===== src/hdl/scxa_consts.vh =====
// Constants for the packed complex-number datapath
`ifndef SCXA_CONSTS_VH
`define SCXA_CONSTS_VH
`define SCXA_OPCODE 7'h7B
`define SCXA_OPC_HI 6
`define SCXA_OPC_LO 0
`define SCXA_F5_HI 31
`define SCXA_F5_LO 27
`define SCXA_F_BIT 26
`define SCXA_B25_BIT 25
`define SCXA_RS2_HI 24
`define SCXA_RS2_LO 20
`define SCXA_RS1_HI 19
`define SCXA_RS1_LO 15
`define SCXA_F3_HI 14
`define SCXA_F3_LO 12
`define SCXA_RD_HI 11
`define SCXA_RD_LO 7
`define SCXA_F5_SUBROT 5'h0D
`define SCXA_F5_CONJ 5'h0B
`define SCXA_F5_CMUL 5'h0A
`define SCXA_RS2_CONJ 5'h00
`define SCXA_F3_CONJ 3'h0
`define SCXA_RE_HI 15
`define SCXA_RE_LO 0
`define SCXA_IM_HI 31
`define SCXA_IM_LO 16
`define SCXA_MUL_SHIFT 5'h0F
`define SCXA_LANE_MASK 16'hFFFF
`define SCXA_OP_NONE 5'h01
`define SCXA_OP_SUBROT 5'h02
`define SCXA_OP_CONJ 5'h04
`define SCXA_OP_MULR 5'h08
`define SCXA_OP_MULI 5'h10
`define SCXA_RST_WORD 32'h00000000
`define SCXA_RST_RD 5'h00
`endif


===== src/hdl/scxa_lane_mul.v =====
// Signed 16x16 lane products combined at full precision
`timescale 1ns/1ps
`default_nettype none
module scxa_lane_mul #(
   parameter W = 16
) (
   input wire signed [W-1:0] a_re,
   input wire signed [W-1:0] a_im,
   input wire signed [W-1:0] b_re,
   input wire signed [W-1:0] b_im,
   output wire signed [2*W+1:0] real_sum,
   output wire signed [2*W+1:0] imag_sum
);
   wire signed [2*W-1:0] p_rr;
   wire signed [2*W-1:0] p_ii;
   wire signed [2*W-1:0] p_ri;
   wire signed [2*W-1:0] p_ir;
   // Four products
   assign p_rr = a_re * b_re;
   assign p_ii = a_im * b_im;
   assign p_ri = a_re * b_im;
   assign p_ir = a_im * b_re;
   // Sign-extended sums keep full precision
   assign real_sum = {{2{p_rr[2*W-1]}}, p_rr} - {{2{p_ii[2*W-1]}}, p_ii};
   assign imag_sum = {{2{p_ri[2*W-1]}}, p_ri} + {{2{p_ir[2*W-1]}}, p_ir};
endmodule // scxa_lane_mul
`default_nettype wire


===== src/hdl/scxa_top.v =====
// Packed complex-number execute stage with its own decode
`timescale 1ns/1ps
`default_nettype none
`include "scxa_consts.vh"
// Behaviour
// - Operand is two signed halves: real in bits 15:0, imaginary in 31:16.
// - Half-word lanes only, register operands only, no immediate or scalar forms.
// - No flags raised, no status or control register touched.
// - No carry or overflow; each lane result truncated to 16 bits.
// - Subrotate: low = a.im-b.im, high = b.re-a.re, masked then shifted 0..3.
// - Subrotate decoded by funct5 0x0D, funct3 000/010/100/110 for scalings.
// - Conjugate keeps real, negates imaginary; funct5 0x0B, rs2 zero, funct3 000.
// - Real multiply writes low half with re*re-im*im shifted 15..18, high kept.
// - Imag multiply writes high half with re*im+im*re shifted 15..18, low kept.
// - Real multiply decoded by funct5 0x0A, funct3 000/010/100/110.
// - Imag multiply decoded by funct5 0x0A, funct3 001/011/101/111.
// - Major opcode 0x7B, bit 26 set, bit 25 clear, standard register fields.
module scxa_top (
   core_clk,
   srst,
   instr_valid,
   instr_word,
   rs1_data,
   rs2_data,
   rd_old_data,
   result_valid,
   result_data,
   result_rd,
   illegal_instr,
   flags_raised
);
   input wire core_clk;
   input wire srst;
   input wire instr_valid;
   input wire [31:0] instr_word;
   input wire [31:0] rs1_data;
   input wire [31:0] rs2_data;
   input wire [31:0] rd_old_data;
   output reg result_valid;
   output reg [31:0] result_data;
   output reg [4:0] result_rd;
   output reg illegal_instr;
   output reg flags_raised;

   // ---------------------------------------------------------------
   // Helper functions
   // ---------------------------------------------------------------
   // Logical shift of a masked lane by 0..3, keeping the low 16 bits;
   // the lane is an unsigned pattern here, so zeros enter from the top
   function [15:0] lane_scale;
      input [15:0] v;
      input [1:0] sh;
      begin
         lane_scale = (v & `SCXA_LANE_MASK) >> sh;
      end
   endfunction

   // Full-precision sum shifted right by 15..18, low 16 bits kept
   function [15:0] prod_scale;
      input [33:0] s;
      input [1:0] sh;
      reg [33:0] t;
      begin
         t = $signed(s) >>> ({3'h0, sh} + `SCXA_MUL_SHIFT);
         prod_scale = t[15:0];
      end
   endfunction

   // ---------------------------------------------------------------
   // Decode
   // ---------------------------------------------------------------
   wire [6:0] f_opc;
   wire [4:0] f_f5;
   wire [2:0] f_f3;
   wire [4:0] f_rs2;
   wire [4:0] f_rd;
   wire f_space;
   reg [4:0] op_sel;
   reg [1:0] scale_sel;
   wire op_taken;
   wire op_refused;

   assign f_opc = instr_word[`SCXA_OPC_HI:`SCXA_OPC_LO];
   assign f_f5 = instr_word[`SCXA_F5_HI:`SCXA_F5_LO];
   assign f_f3 = instr_word[`SCXA_F3_HI:`SCXA_F3_LO];
   assign f_rs2 = instr_word[`SCXA_RS2_HI:`SCXA_RS2_LO];
   assign f_rd = instr_word[`SCXA_RD_HI:`SCXA_RD_LO];
   // Shared major opcode with bit 26 set and bit 25 clear
   assign f_space = (f_opc == `SCXA_OPCODE) && instr_word[`SCXA_F_BIT]
      && !instr_word[`SCXA_B25_BIT];

   // Operation and scaling selection
   always @* begin
      op_sel = `SCXA_OP_NONE;
      scale_sel = f_f3[2:1];
      if (f_space) begin
         case (f_f5)
            `SCXA_F5_SUBROT: begin
               if (!f_f3[0]) begin
                  op_sel = `SCXA_OP_SUBROT;
               end
            end
            `SCXA_F5_CONJ: begin
               if (f_rs2 == `SCXA_RS2_CONJ && f_f3 == `SCXA_F3_CONJ) begin
                  op_sel = `SCXA_OP_CONJ;
               end
            end
            `SCXA_F5_CMUL: begin
               if (f_f3[0]) begin
                  op_sel = `SCXA_OP_MULI;
               end else begin
                  op_sel = `SCXA_OP_MULR;
               end
            end
            default: begin
               op_sel = `SCXA_OP_NONE;
            end
         endcase
      end
   end

   // Accepted and refused instructions of this cycle
   assign op_taken = instr_valid && (op_sel != `SCXA_OP_NONE);
   assign op_refused = instr_valid && (op_sel == `SCXA_OP_NONE);

   // ---------------------------------------------------------------
   // Datapath
   // ---------------------------------------------------------------
   wire signed [15:0] a_re;
   wire signed [15:0] a_im;
   wire signed [15:0] b_re;
   wire signed [15:0] b_im;
   wire signed [33:0] real_sum;
   wire signed [33:0] imag_sum;
   wire [15:0] sub_lo;
   wire [15:0] sub_hi;
   wire [15:0] conj_hi;
   wire [15:0] subr_lo;
   wire [15:0] subr_hi;
   wire [15:0] mulr_lane;
   wire [15:0] muli_lane;
   reg [31:0] res_d;

   // Lane split of the operands
   assign a_re = rs1_data[`SCXA_RE_HI:`SCXA_RE_LO];
   assign a_im = rs1_data[`SCXA_IM_HI:`SCXA_IM_LO];
   assign b_re = rs2_data[`SCXA_RE_HI:`SCXA_RE_LO];
   assign b_im = rs2_data[`SCXA_IM_HI:`SCXA_IM_LO];

   scxa_lane_mul #(
      .W(16)
   ) u_mul (
      .a_re(a_re),
      .a_im(a_im),
      .b_re(b_re),
      .b_im(b_im),
      .real_sum(real_sum),
      .imag_sum(imag_sum)
   );

   // Lane differences wrap with no carry out
   assign sub_lo = a_im - b_im;
   assign sub_hi = b_re - a_re;
   assign conj_hi = 16'h0000 - a_im;

   // Scaled lanes; rotate lanes shift logically, product lanes arithmetically
   // so that a negative product keeps its sign through the scaling
   assign subr_lo = lane_scale(sub_lo, scale_sel);
   assign subr_hi = lane_scale(sub_hi, scale_sel);
   assign mulr_lane = prod_scale(real_sum, scale_sel);
   assign muli_lane = prod_scale(imag_sum, scale_sel);

   // Result selection; multiplies merge the prior destination half
   always @* begin
      res_d = rd_old_data;
      case (op_sel)
         `SCXA_OP_SUBROT: begin
            res_d = {subr_hi, subr_lo};
         end
         `SCXA_OP_CONJ: begin
            res_d = {conj_hi, rs1_data[`SCXA_RE_HI:`SCXA_RE_LO]};
         end
         `SCXA_OP_MULR: begin
            res_d = {rd_old_data[`SCXA_IM_HI:`SCXA_IM_LO], mulr_lane};
         end
         `SCXA_OP_MULI: begin
            res_d = {muli_lane, rd_old_data[`SCXA_RE_HI:`SCXA_RE_LO]};
         end
         default: begin
            res_d = rd_old_data;
         end
      endcase
   end

   // ---------------------------------------------------------------
   // Result registers
   // ---------------------------------------------------------------
   // Pulse outputs: one cycle per taken or refused instruction, flags never raised
   always @(posedge core_clk) begin
      if (srst) begin
         result_valid <= 1'b0;
         illegal_instr <= 1'b0;
         flags_raised <= 1'b0;
      end else begin
         result_valid <= op_taken;
         illegal_instr <= op_refused;
         flags_raised <= 1'b0;
      end
   end

   // Held outputs: a refused instruction leaves the last result in place,
   // so a consumer that misses the pulse still reads a coherent value
   always @(posedge core_clk) begin
      if (srst) begin
         result_data <= `SCXA_RST_WORD;
         result_rd <= `SCXA_RST_RD;
      end else if (op_taken) begin
         result_data <= res_d;
         result_rd <= f_rd;
      end
   end
endmodule // scxa_top
`default_nettype wire


===== config.mk =====
export PLATFORM = sky130hd
export DESIGN_NAME = scxa_top
export DESIGN_NICKNAME = d
export VERILOG_FILES = /design/src/hdl/scxa_lane_mul.v /design/src/hdl/scxa_top.v
export VERILOG_INCLUDE_DIRS = /design/src /design/src/hdl
export SDC_FILE = /design/constraint.sdc
export NUM_CORES = 2
export LEC_CHECK = 0
export ABC_AREA = 0
export BUFFER_PORTS_ARGS = -buffer_cell sky130_fd_sc_hd__buf_4
export CAP_MARGIN = 10
export CORE_ASPECT_RATIO = 1.1
export CORE_MARGIN = 2
export CORE_UTILIZATION = 30
export CTS_BUF_LIST = sky130_fd_sc_hd__clkbuf_8
export CTS_CLUSTER_DIAMETER = 40
export DETAILED_ROUTE_END_ITERATION = 7
export HOLD_SLACK_MARGIN = 0.08
export SYNTH_ARGS = -nofsm -noshare
export SYNTH_HDL_FRONTEND = slang
export SYNTH_SLANG_ARGS = --single-unit

===== constraint.sdc =====
create_clock -name core_clk -period 30.5 [get_ports core_clk]
set_clock_uncertainty 0.1 [all_clocks]
set_input_delay 6.1 -clock core_clk [delete_from_list [all_inputs] [get_ports core_clk]]
set_output_delay 6.1 -clock core_clk [all_outputs]
set_load 0.05 [all_outputs]

# [Word-level counts from Yosys, hierarchy flattened]
# Index checks and enable logic that the tools add are counted.
[totals] regBits=39 input_bits=131 output_inout_bits=40 wordCells=42
[classes] addsub=6 multipliers=4 n_eq_ne=10 shift=4 mux=6 reduce_logical=8
[op_table] cell="$mul A16 B16 Y32" n=4
[op_table] cell="$pmux W32 S4" n=1
[op_table] cell="$sshr A34 B5 Y16" n=2
[op_table] cell="$add A32 B32 Y33" n=1
[op_table] cell="$sub A32 B32 Y33" n=1
[op_table] cell="$shr A16 B2 Y16" n=2
[op_table] cell="$sub A16 B16 Y16" n=2
[op_table] cell="$eq A5 B4 Y1 const B" n=4
[op_table] cell="$sub A1 B16 Y16 const A" n=1
[op_table] cell="$pmux W5 S3" n=1
[op_table] cell="$mux W5" n=2
[op_table] cell="$eq A7 B7 Y1 const B" n=1
[op_table] cell="$add A2 B4 Y5 const B" n=1
[op_table] cell="$eq A5 B1 Y1 const B" n=1
[op_table] cell="$eq A5 B2 Y1 const B" n=1
[op_table] cell="$eq A5 B3 Y1 const B" n=1
[op_table] cell="$eq A5 B5 Y1 const B" n=1
[op_table] cell="$logic_and A1 B1 Y1" n=5
[op_table] cell="$logic_not A5 Y1" n=1
[op_table] cell="$ne A5 B1 Y1 const B" n=1
[op_table] cell="$logic_not A3 Y1" n=1
[op_table] cell="$mux W3" n=1
[op_table] cell="$mux W2" n=1
[op_table] cell="$logic_not A1 Y1" n=1

# [Logic depth before layout (Yosys ltp)]
[logic_depth] depth_word=7 depth_mapped=31 depth_no_buf=29

# [Hierarchy]
# A second synthesis with hierarchy kept.
[unflattened] cells_unflattened=5108 hier_area_um2=46510.9
[by_module_without_submodules] mod="scxa_lane_mul" n_inst=1 cells_per_inst=4319 area_each_um2=40356.2
[by_module_without_submodules] mod="scxa_top" n_inst=1 cells_per_inst=789 area_each_um2=6154.7

# [Least setup slack after synthesis]
# No wires, ideal clock.
[synth_path] path_kind="in2reg" startpoint="in rs1_data[31]" endpoint="reg result_data[31]" t_arrival_ps=13731 required_ps=30309 path_slack_ps=16578 stages=29 path_buffers=4 cell_sequence="clkbuf_1 > clkbuf_1 > clkbuf_1 > nand2_1 > fa_1 > inv_1 > fa_1 > inv_1 > fa_1 > inv_1 > fa_1 > fa_1 > fa_1 > fa_1 > inv_1 > fa_1 > inv_1 > ha_1 > buf_6 > a21o_1 > a21o_1 > a21oi_1 > mux2_2 > a31oi_1 > and3_1 > o221ai_1 > a21oi_1 > a21oi_1 > a311oi_1"
[synth_between] elab_chain_len=4 word_cells_on_any_way=5 classes_between="add/sub (2); mul (1); shift (1); mux (1)"
[synth_rtl] element="from (decl)" line="scxa_top.v:36" source="input wire [31:0] rs1_data;"
[synth_rtl] element="$mul A16 B16 Y32" line="scxa_lane_mul.v:22" source="assign p_ir = a_im * b_re;"
[synth_rtl] element="$add A32 B32 Y33" line="scxa_lane_mul.v:25" source="assign imag_sum = {{2{p_ri[2*W-1]}}, p_ri} + {{2{p_ir[2*W-1]}}, p_ir};"
[synth_rtl] element="$sshr A34 B5 Y16" line="scxa_top.v:64" source="t = $signed(s) >>> ({3'h0, sh} + `SCXA_MUL_SHIFT);"
[synth_rtl] element="$pmux W32 S4 *" line="scxa_top.v:176" source="case (op_sel)"
[synth_rtl] element="to (signal assigned)" line="scxa_top.v:215" source="result_data <= `SCXA_RST_WORD;"
[synth_rtl] element="to (signal assigned)" line="scxa_top.v:218" source="result_data <= res_d;"
[synth_rtl] element="to (decl)" line="scxa_top.v:40" source="output reg [31:0] result_data;"
# Mark *: on every way between the ends. The rest lies on a longest branch, timed or not.
# A chain may end at the register's enable or synchronous reset.

# [Final worst setup path]
[layout_path] startpoint="in rs1_data[31]" endpoint="reg result_data[8]"
[layout_between] elab_chain_len=4 word_cells_on_any_way=6 classes_between="add/sub (2); mul (1); shift (2); mux (1)"
[layout_rtl] element="$mul A16 B16 Y32" line="scxa_lane_mul.v:20" source="assign p_ii = a_im * b_im;"
[layout_rtl] element="$sub A32 B32 Y33" line="scxa_lane_mul.v:24" source="assign real_sum = {{2{p_rr[2*W-1]}}, p_rr} - {{2{p_ii[2*W-1]}}, p_ii};"
[layout_rtl] element="$sshr A34 B5 Y16" line="scxa_top.v:64"
[layout_rtl] element="$pmux W32 S4 *" line="scxa_top.v:176"
# Marks and branches as above.

==> metrics.md <==
| Metric | Value |
|---|---|
| CTS sink cnt | `39` |
| Gr ovfl total | `0` |
| RSZ-0062 raised after global routing | `false` |
| Slew @ Worst Pin | `1140 ps` |
| CTS buffer count | `5` |
| WL final | `152 mm` |
| Arr. time, crit path | `15410 ps` |
| Max Cap Viol | `0` |
| CTS Hold Bufs | `0` |
| Initial Util | `0.303` |
| Period utilisation layout | `0.501` |
| WL/cell | `21.0 um` |
| Synthesized Nets | `6934` |
| Number of global-route vias before repair | `38.9k` |
| Ports | `171` |
| Global-route usage over all layers | `0.197` |
| Hold_sp | `result_rd[0]` |
| Final net count | `6857` |
| FILL cells | `16.2k` |
| Post-synth EDFFs | `0` |
| CTS root buffer | `clkbuf_8` |
| Vias | `35.6k` |
| Vias per Instance | `4.91` |
| Fmax | `65.4 MHz` |
| Status | `complete, no violations` |
| Post-synth ARST share | `0` |
| Initial antenna violation count | `10` |
| Row cnt | `151` |
| CP startpoint kind | `input port` |
| Detailed Route Iter0 Violations | `2766` |
| Die ar. | `159000 sq um` |
| Adder-Cell Fraction of Synth Area | `0.601` |
| Final HPWL DP | `118 mm` |
| Core outline area | `154000 sq um` |
| R2r setup slk | `29240 ps` |
| Register area | `781 sq um` |
| Drt drc | `0` |
| Seq cells post-synth | `39` |
| Setup Viol. Count Final | `0` |
| Drt pass-1 iters | `8` |
| Most frequent cell after synthesis | `inv_1` |
| Post_cts resized | `0` |
| Critical Path End Type | `flop` |
| Post-synthesis xor/xnor area fraction | `0.0226` |
| Setup TNS | `0 ps` |
| Cell taking the most area after synthesis | `fa_1` |
| Layout cells sized above 1 | `0.0493` |
| Multi-input logic area | `39700 sq um` |
| Post-CTS Setup Bufs | `0` |
| Synth cell count leaders | `inv_1, fa_1, nand2_1` |
| Synth Area in Simple Gates | `0.141` |
| Minimum clock period | `15280 ps` |
| Post-Synthesis Cells | `5264` |
| Die X | `380 um` |
| Worst-case clock buffer depth | `2` |
| GP Congestion | `0.939` |
| Hold Path Sink | `result_rd[0]` |
| Clk pin slew, worst setup/hold paths | `80 ps` |
| Max Transition Viols Final | `0` |
| Peak fanout along the critical path | `34` |
| Main combinational cell family by area after synthesis | `adder cells` |
| Clk_lat worst skew | `310 ps` |
| Chip height | `418 um` |
| CTS tree | `done` |
| Final hold violations | `0` |
| Syn Area/Cell | `8.88 sq um` |
| Worst Hold Depth | `2` |
| Crit Path Class | `in2reg` |
| Post-synthesis sequential area ratio | `0.0167` |
| Largest net degree at the start of global routing | `73` |
| Synthesized area | `46700 sq um` |
| Area contributors post-synth | `fa_1, inv_1, ha_1` |
| Post-synthesis mux area share | `0.0139` |
| CP required | `30630 ps` |
| Prevailing post-synth register cell | `dfxtp_1` |
| Complex-gate fraction of the synthesized area | `0.0713` |
| Post-route ant nets | `0` |
| Reg-to-reg endpoint | `result_data[25]` |
| Worst Hold Class | `reg2reg` |
| Ys Warns | `0` |
| H-tree depth | `2` |
| IO Port Bufs | `164` |
| Synth cell types | `99` |
| Share of the synthesized area in the top cell type | `0.503` |
| Area growth syn-to-layout | `6.43%` |
| R2r startpoint | `result_data[25]` |
| Worst r2r path cells | `4` |
| Worst slew margin | `0.240` |
| First-pass GRT wire length | `239 mm` |
[cells in the final DEF, fill, tap and decap left out, drive strengths merged, types with 11 or more instances in the layout]
cell type,synthesis,layout
a211oi,33,33
a21o,34,34
a21oi,99,99
a221o,12,12
a221oi,33,33
a31oi,17,17
and2,381,381
and3,17,17
buf,37,182
dfxtp,39,39
fa,1174,1174
ha,365,365
inv,1378,1378
mux2,11,11
mux2i,39,39
nand2,562,562
nand2b,22,22
nand3,32,32
nand4,15,15
nor2,299,299
nor3,27,27
o211ai,35,35
o21a,20,20
o21ai,67,67
o21bai,18,18
o31ai,11,11
xnor2,86,86
xor2,31,31
[how the worst max path moves through the flow]
| stage | from | to | slack [ps] |
|---|---|---|---|
| 3_5_place_dp | rs1_data[31] | result_data[8] | 15070 |
| 6_report | rs1_data[31] | result_data[8] | 15220 |
| 4_1_cts | rs1_data[31] | result_data[8] | 15370 |
| 5_1_grt | rs1_data[31] | result_data[8] | 14870 |
| 2_1_floorplan | rs1_data[31] | result_data[31] | 16580 |
| 3_3_place_gp | rs1_data[31] | result_data[8] | 15090 |
[metal layers]
metal,part of all wire,global-route usage,up-vias
li1,-,-,15400
met1,0.40,0.250,18600
met2,0.48,0.337,1315
met3,0.062,0.0249,305
met4,0.055,0.0814,14
met5,0.00053,0,-
[critical path: stages]
cell and delay (ps):
buf_4 410, nand2_1 440, inv_1 750, fa_1 540
inv_1 80, fa_1 410, inv_1 70, fa_1 400
inv_1 90, fa_1 440, fa_1 560, fa_1 430
fa_1 490, inv_1 50, fa_1 470, inv_1 120
ha_1 440, a21oi_1 520, o22ai_1 160, o21ai_0 670
o21a_1 230, o31a_1 170, xnor2_2 180, mux2i_1 190
a221oi_2 490, a221oi_2 180, a211oi_2 270
[state kept, by name, summed over array words and instances (netlist names)]
register,flops
illegal_instr,1
result_valid,1
result_rd,5
result_data,32
[cell type report]
class,count,share of cell area
clock buffers,6,0.00166
clock inverters,2,0.000327
diodes,2,0.000101
multi-input cells,3575,0.798
flip-flops and latches,39,0.0157
well taps,2065,0.0519
repair buffers,182,0.0275
inverters,1384,0.104
[metrics by stage]
stage | utilization | instance area (sq um) | hold slack, ps | worst slack, ps | std cells
6_report | 0.322 | 49700 | 359 | 15220 | 7255
5_1_grt | 0.322 | 49700 | 376 | 14870 | 7253
4_1_cts | 0.322 | 49700 | 364 | 15370 | 7253
3_5_place_dp | 0.322 | 49600 | 352 | 15070 | 7245
3_3_place_gp | 0.322 | 49600 | 343 | 15090 | 7245
2_1_floorplan | - | 46700 | 575 | 16580 | 5264
[logic make-up (layout without fill, tap and decap cells)]
group / Yosys count / in the layout
AO/OA/AOI/OAI: 461 / 461
XOR/XNOR: 117 / 117
adder cells (fa/ha/maj): 1539 / 1539
buffers and inverters: 1650 / 1574
flip-flops: 39 / 39
multiplexers: 56 / 56
other: 1 / 3
AND/OR/NAND/NOR: 1401 / 1401
Power is not shown: default switching activity piles up to over one toggle a cycle in this logic, so the estimate is an artifact.
